[src/rtl/adc_cfg_pkg.sv]
/*
  Constants and carrier types for the converter's mode-selection and
  configuration block. Assumes a single 100 MHz system clock domain.
*/
package adc_cfg_pkg;

  localparam int FRAME_BITS = 24;
  localparam int CMD_BITS = 8;
  localparam int DATA_BITS = 16;

  localparam logic [3:0] ADDR_MAIN = 4'h0;
  localparam logic [3:0] ADDR_OFFSET_I = 4'h2;
  localparam logic [3:0] ADDR_RANGE_I = 4'h3;
  localparam logic [3:0] ADDR_CAL_ADJ = 4'h4;
  localparam logic [3:0] ADDR_SKEW = 4'h7;
  localparam logic [3:0] ADDR_OFFSET_Q = 4'hA;
  localparam logic [3:0] ADDR_RANGE_Q = 4'hB;
  localparam logic [3:0] ADDR_PHASE_C = 4'hC;
  localparam logic [3:0] ADDR_PHASE_F = 4'hD;
  localparam logic [3:0] ADDR_SYNC = 4'hE;
  localparam logic [15:0] MAPPED_MASK = 16'h7C9D;

  localparam int BIT_CAL = 15;
  localparam int BIT_PHASE = 14;
  localparam int BIT_SWING = 13;
  localparam int BIT_TEST = 12;
  localparam int BIT_PD_I = 11;
  localparam int BIT_PD_Q = 10;
  localparam int BIT_INTERLEAVE = 7;
  localparam int BIT_TWOS = 4;
  localparam int BIT_TSTAMP = 3;
  localparam int BIT_CAL_ACCESS = 7;
  localparam int BIT_OUTPUT_DATA_CLOCK_RESET = 0;
  localparam int RANGE_W = 15;

  localparam logic [15:0] MAIN_RESET = 16'h2000;
  localparam logic [15:0] OFFSET_RESET = 16'h0000;
  localparam logic [15:0] RANGE_RESET = 16'h4000;
  localparam logic [15:0] CAL_ADJ_RESET = 16'h0000;
  localparam logic [15:0] SKEW_RESET = 16'h0040;
  localparam logic [15:0] PHASE_RESET = 16'h0000;
  localparam logic [15:0] SYNC_RESET = 16'h0000;
  localparam logic [RANGE_W-1:0] RANGE_MID = 15'h4000;
  localparam logic [RANGE_W-1:0] RANGE_MIN = 15'h0000;

  localparam logic [15:0][15:0] REG_RESET = '{
    16'h0000, SYNC_RESET, PHASE_RESET, PHASE_RESET, RANGE_RESET, OFFSET_RESET,
    16'h0000, 16'h0000, SKEW_RESET, 16'h0000, 16'h0000, CAL_ADJ_RESET,
    RANGE_RESET, OFFSET_RESET, 16'h0000, MAIN_RESET};

  typedef struct packed {
    logic scs_n;
    logic sclk;
    logic sdi;
    logic mode_sel;
    logic interleave;
    logic range;
    logic phase;
    logic test;
    logic cal;
    logic cal_delay;
    logic pd_i;
    logic pd_q;
    logic coupling;
    logic common_mode;
    logic demux;
  } pins_t;

  typedef struct packed {
    logic extended_control_mode;
    logic interleave;
    logic output_phase_select;
    logic output_swing_select;
    logic twos_complement_select;
    logic test_pattern_select;
    logic time_stamp_enable;
    logic output_data_clock_reset_enable;
    logic cal_request;
    logic cal_value_access_enable;
    logic power_down_i;
    logic power_down_q;
    logic power_on_cal_delay;
    logic coupling_mode;
    logic output_common_mode;
    logic demux_mode;
    logic [RANGE_W-1:0] range_i;
    logic [RANGE_W-1:0] range_q;
    logic [15:0] offset_i;
    logic [15:0] offset_q;
    logic [15:0] skew;
    logic [15:0] phase_coarse;
    logic [15:0] phase_fine;
    logic [15:0] sync_ctrl;
    logic [15:0] cal_adjust;
  } eff_t;

endpackage

[src/rtl/adc_mode_select_config.sv]
/*
  Mode selection and configuration registers of a dual-channel converter,
  with the 24-bit serial register port. Assumes all pins are asynchronous
  to clk_sys and that the serial clock is far slower than clk_sys.
*/
module adc_mode_select_config
  import adc_cfg_pkg::*;
(
  input wire logic clk_sys,
  input wire logic rst,
  input wire pins_t pins,
  output logic sdo,
  output logic sdo_oe,
  output eff_t eff
);

  typedef struct packed {
    pins_t s1;
    pins_t s2;
    logic sclk_d;
    logic [4:0] rise_cnt;
    logic [22:0] shift_in;
    logic rw;
    logic [3:0] addr;
    logic [15:0] shift_out;
    logic [4:0] sent;
    logic sdo;
    logic sdo_oe;
    logic cal_pulse;
    logic [15:0][15:0] regs;
    eff_t eff;
  } state_t;

  localparam state_t ST_RESET = '{
    s1: '1, s2: '1, sclk_d: 1'b1, rise_cnt: '0, shift_in: '0, rw: 1'b0,
    addr: '0, shift_out: '0, sent: '0, sdo: 1'b0, sdo_oe: 1'b0,
    cal_pulse: 1'b0, regs: REG_RESET, eff: '0};

  state_t st_r;
  state_t st_nxt;

  always_comb begin
    logic rise;
    logic fall;
    logic [15:0] wdata;
    logic [15:0] rdata;
    logic ext;
    st_nxt = st_r;
    rise = 1'b0;
    fall = 1'b0;
    wdata = '0;
    rdata = '0;
    ext = 1'b0;
    // Second stage reads only the first stage
    st_nxt.s1 = pins;
    st_nxt.s2 = st_r.s1;
    st_nxt.sclk_d = st_r.s2.sclk;
    rise = st_r.s2.sclk && !st_r.sclk_d;
    fall = !st_r.s2.sclk && st_r.sclk_d;
    ext = !st_r.s2.mode_sel;
    st_nxt.cal_pulse = 1'b0;

    if (st_r.s2.scs_n) begin
      // Frame ended or never began: abort and release the data line
      st_nxt.rise_cnt = '0;
      st_nxt.sent = '0;
      st_nxt.sdo_oe = 1'b0;
      st_nxt.sdo = 1'b0;
    end else begin
      if (rise && st_r.rise_cnt != 5'(FRAME_BITS)) begin
        st_nxt.rise_cnt = st_r.rise_cnt + 5'd1;
        st_nxt.shift_in = {st_r.shift_in[21:0], st_r.s2.sdi};
        if (st_r.rise_cnt == 5'(CMD_BITS - 1)) begin
          // Command complete: read bit first, address in bits four to seven
          st_nxt.rw = st_r.shift_in[6];
          st_nxt.addr = st_r.shift_in[3:0];
          // Unmapped addresses read as zero
          rdata = MAPPED_MASK[st_r.shift_in[3:0]] ? st_r.regs[st_r.shift_in[3:0]] : '0;
          st_nxt.shift_out = rdata;
        end
        if (st_r.rise_cnt == 5'(FRAME_BITS - 1) && !st_r.rw && ext) begin
          // Write lands only on the 24th edge; short frames write nothing
          wdata = {st_r.shift_in[14:0], st_r.s2.sdi};
          if (MAPPED_MASK[st_r.addr]) begin
            st_nxt.regs[st_r.addr] = wdata;
          end
          if (st_r.addr == ADDR_MAIN) begin
            // Calibration bit never stores; it only fires a command
            st_nxt.regs[ADDR_MAIN][BIT_CAL] = 1'b0;
            st_nxt.cal_pulse = wdata[BIT_CAL];
          end
        end
      end
      if (fall && st_r.rw && st_r.rise_cnt >= 5'(CMD_BITS)) begin
        st_nxt.sdo_oe = 1'b1;
        // After the last data bit the line holds the final bit
        if (st_r.sent != 5'(DATA_BITS)) begin
          st_nxt.sdo = st_r.shift_out[15];
          st_nxt.shift_out = {st_r.shift_out[14:0], 1'b0};
          st_nxt.sent = st_r.sent + 5'd1;
        end
      end
    end

    if (!ext) begin
      // Leaving extended mode restores every default and holds it
      st_nxt.regs = REG_RESET;
    end

    // Every effective setting is registered, so a mode change cannot glitch
    st_nxt.eff.extended_control_mode = ext;
    st_nxt.eff.interleave = ext ? st_r.regs[ADDR_MAIN][BIT_INTERLEAVE]
                                : st_r.s2.interleave;
    st_nxt.eff.output_phase_select = ext ? st_r.regs[ADDR_MAIN][BIT_PHASE]
                                         : st_r.s2.phase;
    st_nxt.eff.output_swing_select = ext ? st_r.regs[ADDR_MAIN][BIT_SWING]
                                         : 1'b1;
    st_nxt.eff.twos_complement_select = ext && st_r.regs[ADDR_MAIN][BIT_TWOS];
    st_nxt.eff.test_pattern_select = ext ? st_r.regs[ADDR_MAIN][BIT_TEST]
                                         : st_r.s2.test;
    st_nxt.eff.time_stamp_enable = ext && st_r.regs[ADDR_MAIN][BIT_TSTAMP];
    st_nxt.eff.output_data_clock_reset_enable = ext && st_r.regs[ADDR_SYNC][BIT_OUTPUT_DATA_CLOCK_RESET];
    st_nxt.eff.cal_request = st_r.s2.cal || st_r.cal_pulse;
    st_nxt.eff.cal_value_access_enable = ext && st_r.regs[ADDR_CAL_ADJ][BIT_CAL_ACCESS];
    st_nxt.eff.power_down_i = st_r.s2.pd_i || (ext && st_r.regs[ADDR_MAIN][BIT_PD_I]);
    st_nxt.eff.power_down_q = st_r.s2.pd_q || (ext && st_r.regs[ADDR_MAIN][BIT_PD_Q]);
    st_nxt.eff.power_on_cal_delay = st_r.s2.cal_delay;
    st_nxt.eff.coupling_mode = st_r.s2.coupling;
    st_nxt.eff.output_common_mode = st_r.s2.common_mode;
    st_nxt.eff.demux_mode = st_r.s2.demux;
    // Pin levels map onto the register middle and minimum codes
    st_nxt.eff.range_i = ext ? st_r.regs[ADDR_RANGE_I][RANGE_W-1:0]
                             : (st_r.s2.range ? RANGE_MID : RANGE_MIN);
    st_nxt.eff.range_q = ext ? st_r.regs[ADDR_RANGE_Q][RANGE_W-1:0]
                             : (st_r.s2.range ? RANGE_MID : RANGE_MIN);
    // Outside extended mode these registers already sit at their defaults
    st_nxt.eff.offset_i = st_r.regs[ADDR_OFFSET_I];
    st_nxt.eff.offset_q = st_r.regs[ADDR_OFFSET_Q];
    st_nxt.eff.skew = st_r.regs[ADDR_SKEW];
    st_nxt.eff.phase_coarse = st_r.regs[ADDR_PHASE_C];
    st_nxt.eff.phase_fine = st_r.regs[ADDR_PHASE_F];
    st_nxt.eff.sync_ctrl = st_r.regs[ADDR_SYNC];
    st_nxt.eff.cal_adjust = st_r.regs[ADDR_CAL_ADJ];
  end

  always_ff @(posedge clk_sys) begin
    if (rst) begin
      st_r <= ST_RESET;
    end else begin
      st_r <= st_nxt;
    end
  end

  assign sdo = st_r.sdo;
  assign sdo_oe = st_r.sdo_oe;
  assign eff = st_r.eff;

endmodule

[config.mk]
export PLATFORM = sky130hd
export DESIGN_NAME = adc_mode_select_config
export DESIGN_NICKNAME = d
export VERILOG_FILES = /design/src/rtl/adc_cfg_pkg.sv /design/src/rtl/adc_mode_select_config.sv
export SDC_FILE = /design/constraint.sdc
export NUM_CORES = 1
export LEC_CHECK = 0
export BUFFER_PORTS_ARGS = -buffer_cell sky130_fd_sc_hd__buf_2
export CAP_MARGIN = 10
export CORE_MARGIN = 10
export CORE_UTILIZATION = 52
export DETAILED_ROUTE_END_ITERATION = 10
export PLACE_DENSITY = 0.71
export SYNTH_ARGS = -nofsm -noshare
export SYNTH_HDL_FRONTEND = slang
export SYNTH_SLANG_ARGS = --single-unit
[constraint.sdc]
create_clock -name clk_sys -period 2.8 [get_ports clk_sys]
set_input_delay 0.56 -clock clk_sys [delete_from_list [all_inputs] [get_ports clk_sys]]
set_output_delay 0.56 -clock clk_sys [all_outputs]
set_load 0.005 [all_outputs]
==> impl_summary.log, run 1 <==
[metrics] Gate Count Post-Synth: 2148
[metrics] quantity of I/O buffers inserted on ports: 176
[metrics] tightest hold margin: 0.1727 ns
[metrics] syn avg cell area: 9.242 µm²
[metrics] routed via count divided by cell count: 5.490
[metrics] clock root buffer: sky130_fd_sc_hd__clkbuf_16
[metrics] post-synth top area cell: sky130_fd_sc_hd__dfxtp_1
[metrics] Critical Path End Type: flip-flop
[metrics] final worst path period need: 2.517 ns
[metrics] via count of the first global-routing pass: 14200
[metrics] number of top-level pins: 177
[metrics] antenna-violating nets left: 0
[metrics] Setup-failing EPs final: 0
[metrics] most area-consuming cells after synthesis: sky130_fd_sc_hd__dfxtp_1, sky130_fd_sc_hd__nand2_1, sky130_fd_sc_hd__mux4_2
[metrics] clk slew on worst S/H paths: 0.06 ns
[metrics] Hold-fix buffers, CTS: 0
[metrics] number of cells on the worst hold path: 2
[metrics] gp weighted congestion: 0.8997
[metrics] maximum number of pins on one net before global-route repair: 240
[metrics] placed wire-length estimate: 34430 µm
[metrics] detailed-route wire length: 51270 µm
[metrics] top achievable clock speed: 0.3973 GHz
[metrics] Cell Area, Synth: 19850 µm²
[metrics] number of detailed-routing iterations run before antenna repair: 5
[metrics] global-route wire length before repair: 80360 µm
[metrics] sequential area share after synthesis: 0.5002
[metrics] average routed wire per standard cell: 19.40 µm
[metrics] area of the core region: 37670 µm²
[metrics] type of the worst min-delay path: in2reg
[metrics] width of the chip: 215.4 µm
[metrics] full die area: 46400 µm²
[metrics] number of library cell types mapped by synthesis: 59
[metrics] total CTS buffers: 48
[metrics] number of fillers in the final layout: 3270
[metrics] share of layout cells above drive strength 1: 0.1938
[metrics] share of Yosys cell area claimed by the top area cell type: 0.5002
[metrics] met2 routing resource usage after global routing: 0.3600
[metrics] sort of element at the start of the critical path: flip-flop
[metrics] Overflow after GRT: 0
[metrics] final slew viol count: 0
[metrics] number of antenna violations at the first check in global routing: 0
[metrics] CP Class: reg2reg
[metrics] worst supply voltage drop on vdd: 0.0003693 V
[metrics] Leakage: 7.681 nW
[metrics] total negative slack: 0 ns
[metrics] max-capacitance violation count: 0
[metrics] run status: finished clean
[metrics] post-route clock period utilization: 0.8990
[metrics] total power per unit cell area: 634.5 nW/µm²
[metrics] worst skew pair latency: 0.57 ns
[metrics] clock tree from TritonCTS: built
[metrics] Post CTS Setup Buffer Count: 0
[metrics] transition time at the pin with the least slew margin: 1.096 ns
[metrics] number of standard cells in the final layout excluding fillers: 2643
[metrics] Max Fanout on Critical Path: 19
[metrics] number of cells upsized or downsized after cts: 0
[metrics] GR Util met1: 0.2716
[metrics] endpoints failing hold: 0
[metrics] Data arrival, critical path: 3.03 ns
[metrics] post-synthesis to final-layout area growth: 7.771%
[metrics] Die Y-Extent: 215.4 µm
[metrics] required time of the critical path: 3.31 ns
[metrics] clock skew after layout: 0.02181 ns
[metrics] final net count: 2119
[metrics] number of core rows: 71
[metrics] total placed cells including tap cells: 2555
[metrics] ys async rst share: 0
[metrics] GRT Overall Usage: 0.2142
[metrics] dominant synthesized flop cell: sky130_fd_sc_hd__dfxtp_1
[metrics] area of placed instances: 19850 µm²
[metrics] total nets after synthesis: 2173
[metrics] post-route cell area: 21400 µm²
[metrics] Initial Utilization: 0.5271
[metrics] met3 usage: 0.03245
[metrics] layer carrying the most global-route usage: met2
[metrics] warning count from the yosys run: 0
[metrics] Seq cells post-synth: 496
[metrics] # H-tree levels: 2
[metrics] overall via count from detail_route: 14510
[metrics] total number of clock tree sinks: 496
[metrics] number of synthesized flops with an enable pin: 0
[metrics] number of DRC violations after detailed-routing iteration 0: 1252
[metrics] setup repair after global routing missed its margin: no
[metrics] DRC violations left: 0
[metrics] length in cells of the worst reg-to-reg path: 5
[metrics] Slew headroom: 0.2680
[metrics] clock buffer depth: 3
## worst paths after layout
| kind | start | endpoint | slack (ns) |
|---|---|---|---|
| hold reg to reg | st_nxt[480]$_SDFF_PP1_ | st_r[480]$_SDFF_PP1_ | 0.41 |
| setup reg to reg | st_r[486]$_SDFF_PP1_ | st_r[436]$_SDFFE_PP0N_ | 0.28 |
| setup / recovery | st_r[486]$_SDFF_PP1_ | st_r[436]$_SDFFE_PP0N_ | 0.28 |
| hold / removal | pins[9] | st_nxt[481]$_SDFF_PP1_ | 0.17 |
## registers in the layout, summed over array words and instances (netlist names), named ones only
register and count:
eff 158, sdo 1, sdo_oe 1, st_r 202
st_nxt 132
## layout by cell type (no fill, tap or decap), types with 15 or more instances in the layout
master                      Yosys  routed
sky130_fd_sc_hd__dfxtp_1      496     493
sky130_fd_sc_hd__nor2_1        36      36
sky130_fd_sc_hd__a311o_1       15      15
sky130_fd_sc_hd__clkbuf_16      0      50
sky130_fd_sc_hd__o2bb2ai_1     15      15
sky130_fd_sc_hd__and2_1        34      34
sky130_fd_sc_hd__nand2_1      559     559
sky130_fd_sc_hd__or2_2         34      33
sky130_fd_sc_hd__buf_2         41     175
sky130_fd_sc_hd__buf_4        173      45
sky130_fd_sc_hd__mux2i_1       45      45
sky130_fd_sc_hd__clkbuf_1      87      17
sky130_fd_sc_hd__a21oi_1      261     261
sky130_fd_sc_hd__o22ai_1       15      15
sky130_fd_sc_hd__mux4_2        63      63
sky130_fd_sc_hd__nor2b_1      121     121
## cells in the mapped netlist, types with 3 or more instances
cell type                   number
sky130_fd_sc_hd__nor3_1          4
sky130_fd_sc_hd__nand4b_1        3
sky130_fd_sc_hd__o2bb2ai_1      15
sky130_fd_sc_hd__or2_2          34
sky130_fd_sc_hd__xor2_1          6
sky130_fd_sc_hd__nand3_1        14
sky130_fd_sc_hd__and3_1         13
sky130_fd_sc_hd__a311o_1        15
sky130_fd_sc_hd__clkbuf_1       87
sky130_fd_sc_hd__ha_1            8
sky130_fd_sc_hd__inv_1          12
sky130_fd_sc_hd__nand4_1         7
sky130_fd_sc_hd__o21ai_0         4
sky130_fd_sc_hd__a21oi_1       261
sky130_fd_sc_hd__nor2b_1       121
sky130_fd_sc_hd__buf_4         173
sky130_fd_sc_hd__nand3_4         6
sky130_fd_sc_hd__and2_1         34
sky130_fd_sc_hd__mux4_2         63
sky130_fd_sc_hd__nor2_1         36
sky130_fd_sc_hd__buf_2          41
sky130_fd_sc_hd__buf_1          13
sky130_fd_sc_hd__o22ai_1        15
sky130_fd_sc_hd__buf_6           5
sky130_fd_sc_hd__mux2i_1        45
sky130_fd_sc_hd__dfxtp_1       496
sky130_fd_sc_hd__and4_1          3
sky130_fd_sc_hd__nand2b_1        3
sky130_fd_sc_hd__nand2_1       559
sky130_fd_sc_hd__o21ai_1         7
sky130_fd_sc_hd__clkbuf_2       11
## routing by layer
layer / routed length (µm) / vias up
met3: 3724 / 104
met2: 24650 / 589
met5: 0 / -
li1: - / 6843
met1: 21080 / 6975
met4: 1810 / 0
## report_power, final
part	leakage [nW]	total [mW]	internal [mW]	switching [mW]
clock	0.756	6.28	3.63	2.65
combinational	2.92	0.186	0.0624	0.124
sequential	4.01	7.11	7.10	0.0177
total	7.68	13.6	10.8	2.79
## cells by family after synthesis
kind of cell / Yosys count / synth area share
and+or+nand+nor: 856 / 0.2004
muxes: 109 / 0.09472
AOI/OAI and AO/OA: 327 / 0.09157
xor gates and xnor gates: 8 / 0.003529
buffers and inverters: 344 / 0.1046
adders and majority gates: 8 / 0.005042
DFF: 496 / 0.5002
## metrics by stage
| step | power (mW) | worst slack, ns | util |
|---|---|---|---|
| floorplan | 7.409 | 0.4306 | - |
| global placement | 7.455 | 0.3037 | 0.5270 |
| detailed placement | 7.460 | 0.2414 | 0.5270 |
| CTS | 13.68 | 0.3861 | 0.5680 |
| global route | 13.97 | 0.1159 | 0.5680 |
| finish | 13.58 | 0.2828 | 0.5680 |
## final cells by class
class | count | area (µm²) | share of cell area
Sequential cell | 496 | 9938 | 0.4645
Timing Repair Buffer | 228 | 1365 | 0.06380
Tap cell | 511 | 639.4 | 0.02988
Inverter | 12 | 45.04 | 0.002105
Antenna cell | 1 | 2.502 | 0.0001170
Multi-Input combinational cell | 1308 | 7863 | 0.3675
Clock buffer | 80 | 1494 | 0.06982
Clock inverter | 7 | 48.80 | 0.002281
## critical path: stages, from the launching register on
cell and delay [ns]:
sky130_fd_sc_hd__dfxtp_1 0.31, sky130_fd_sc_hd__buf_4 0.20, sky130_fd_sc_hd__nor2_1 0.85, sky130_fd_sc_hd__nand2_1 0.65, sky130_fd_sc_hd__o22ai_1 0.30, sky130_fd_sc_hd__a311o_1 0.15
No activity file was read; power rests on OpenSTA's default activity.
==> run 2, diff against run 1 <==
Settings changed: CORE_UTILIZATION 52 to 51, PLACE_DENSITY 0.71 to 0.7, REMOVE_ABC_BUFFERS set to 1.
==> run 2 against run 1 <==
  * Total power up 0.58%
  * Global-route usage about the same
  * Clock power up 1%
  * Register-to-register slack better by 0.098 ns
  * Clock-buffer cell count down 8
  * Utilization down 1.0 points
  * Wire length up 1.5%
  * Maximum frequency up 4.1%
  * Die area up 1.8%
  * Final cell count up 0.53%
  * Cell area up 0.53%
  * Via count up 0.43%
==> impl_summary.log, run 2 (same netlist as run 1, synthesis figures left out) <==
[metrics] total placed cells including tap cells: 2572
[metrics] Leakage: 7.731 nW
[metrics] detailed-route wire length: 52050 µm
[metrics] number of inserted diodes: 0
[metrics] max-capacitance violation count: 0
[metrics] clock root buffer: sky130_fd_sc_hd__clkbuf_16
[metrics] share of layout cells above drive strength 1: 0.1973
[metrics] Die Y-Extent: 217.3 µm
[metrics] overall via count from detail_route: 14570
[metrics] number of detailed-routing iterations run before antenna repair: 5
[metrics] post-route cell area: 21510 µm²
[metrics] run status: finished clean
[metrics] gp weighted congestion: 0.8638
[metrics] required time of the critical path: 3.29 ns
[metrics] routed via count divided by cell count: 5.485
[metrics] slowest library cell on the worst path: sky130_fd_sc_hd__nand3b_1
[metrics] worst supply voltage drop on vdd: 0.0006802 V
[metrics] total CTS buffers: 50
[metrics] clock buffer depth: 3
[metrics] antenna-violating nets left: 0
[metrics] register bank with the most flops: st_r
[metrics] final slew viol count: 0
[metrics] total power per unit cell area: 634.9 nW/µm²
[metrics] Initial Utilization: 0.5149
[metrics] Overflow after GRT: 0
[metrics] setup repair after global routing missed its margin: no
[metrics] total number of clock tree sinks: 496
[metrics] number of top-level pins: 177
[metrics] pre-CTS setup slack: 0.4152 ns
[metrics] average routed wire per standard cell: 19.59 µm
[metrics] via count of the first global-routing pass: 14160
[metrics] quantity of I/O buffers inserted on ports: 176
[metrics] number of cells upsized or downsized after cts: 0
[metrics] Max Fanout on Critical Path: 7
[metrics] most frequent standard cell in the layout excluding fill and tap cells: sky130_fd_sc_hd__nand2_1
[metrics] Final Worst Setup Slack: 0.3812 ns
[metrics] number of core rows: 72
[metrics] Critical Path End Type: flip-flop
[metrics] number of standard cells in the final layout excluding fillers: 2657
[metrics] Slew headroom: 0.2805
[metrics] endpoints failing hold: 0
[metrics] maximum number of pins on one net before global-route repair: 98
[metrics] area of the core region: 38560 µm²
[metrics] top achievable clock speed: 0.4134 GHz
[metrics] clk slew on worst S/H paths: 0.06 ns
[metrics] final worst path period need: 2.419 ns
[metrics] Data arrival, critical path: 2.91 ns
[metrics] DRC violations left: 0
[metrics] width of the chip: 217.3 µm
[metrics] number of antenna violations at the first check in global routing: 0
[metrics] largest stage delay on the critical path: 0.45 ns
[metrics] final net count: 2131
[metrics] sort of element at the start of the critical path: flip-flop
[metrics] Post CTS Setup Buffer Count: 0
[metrics] Hold-fix buffers, CTS: 0
[metrics] Setup-failing EPs final: 0
[metrics] GRT Overall Usage: 0.2138
[metrics] full die area: 47220 µm²
[metrics] number of DRC violations after detailed-routing iteration 0: 1427
[metrics] global-route wire length before repair: 80610 µm
[metrics] area of placed instances: 19970 µm²
[metrics] flip-flop count of the largest register after layout: 202
[metrics] commonest non-fill, non-tap cells in the layout: sky130_fd_sc_hd__nand2_1, sky130_fd_sc_hd__dfxtp_1, sky130_fd_sc_hd__a21oi_1
[metrics] CP Class: reg2reg
[metrics] placed wire-length estimate: 34290 µm
[metrics] transition time at the pin with the least slew margin: 1.078 ns
[metrics] final cell utilization of the core: 0.5578
[metrics] number of fillers in the final layout: 3468
[metrics] # H-tree levels: 2
[metrics] type of the worst min-delay path: in2reg
[metrics] area occupied by registers: 9938 µm²
[metrics] cells traversed along the worst timing path: ha_1 -> nand4b_1 -> nand3b_1 -> mux2i_1 -> nor2_1 -> inv_1 -> ha_1 -> mux2i_1 -> a2bb2oi_1
[metrics] multi-input logic area: 7863 µm²
[metrics] post-route clock period utilization: 0.8638
[metrics] clock tree from TritonCTS: built
[metrics] post-synthesis to final-layout area growth: 8.338%
[metrics] worst skew pair latency: 0.60 ns
[metrics] clock skew after layout: 0.01901 ns
run 2: critical path, delay by kind of cell, from the launching register on:
kind	cells	cell delay, ns
flip-flops	1	0.38
AO/OA/AOI/OAI	1	0.09
AND/OR/NAND/NOR	3	0.91
buffers and inverters	1	0.06
multiplexers	2	0.38
adder cells (fa/ha/maj)	2	0.49
run 2: layout make-up:
cell class,instances,area share
multi-input combinational,1308,0.3656
clock inverter,13,0.006632
clock buffer,72,0.06481
inverter,12,0.002094
tap,518,0.03013
sequential,496,0.4621
timing repair buffer,238,0.06870
run 2: per-stage QoR:
stage	TNS [ns]	hold WS, ns	total power [mW]
5_1_grt	0	0.1200	14.07
3_3_place_gp	0	0.3909	7.458
4_1_cts	0	0.1154	13.75
2_1_floorplan	-243.64	0.3895	7.349
3_5_place_dp	0	0.3932	7.463
6_report	0	0.1357	13.66
run 2: metal layers:
| metal | up-vias | part of all wire | track usage | routed length (µm) |
|---|---|---|---|---|
| met5 | - | 0 | 0 | 0 |
| met4 | 0 | 0.026 | 0.07527 | 1336 |
| met3 | 89 | 0.086 | 0.04632 | 4469 |
| met2 | 631 | 0.48 | 0.3441 | 24810 |
| met1 | 7022 | 0.41 | 0.2790 | 21440 |
| li1 | 6832 | - | - | - |
run 2: worst paths after layout:
check	cells after the start	start	slack (ns)	to
min reg2reg	1	st_nxt[477]$_SDFF_PP1_	0.41	st_nxt[145]$_SDFF_PP1_
max	9	st_r[467]$_SDFFE_PP0N_	0.38	flip-flop
max reg2reg	9	st_r[467]$_SDFFE_PP0N_	0.38	flip-flop
min	2	pins[8]	0.14	st_nxt[480]$_SDFF_PP1_
run 2: power breakdown:
part           internal [mW]  total, mW  switching [mW]
combinational         0.0650      0.190           0.125
clock                   3.57       6.35            2.78
sequential              7.10       7.12          0.0182
total                   10.7       13.7            2.93
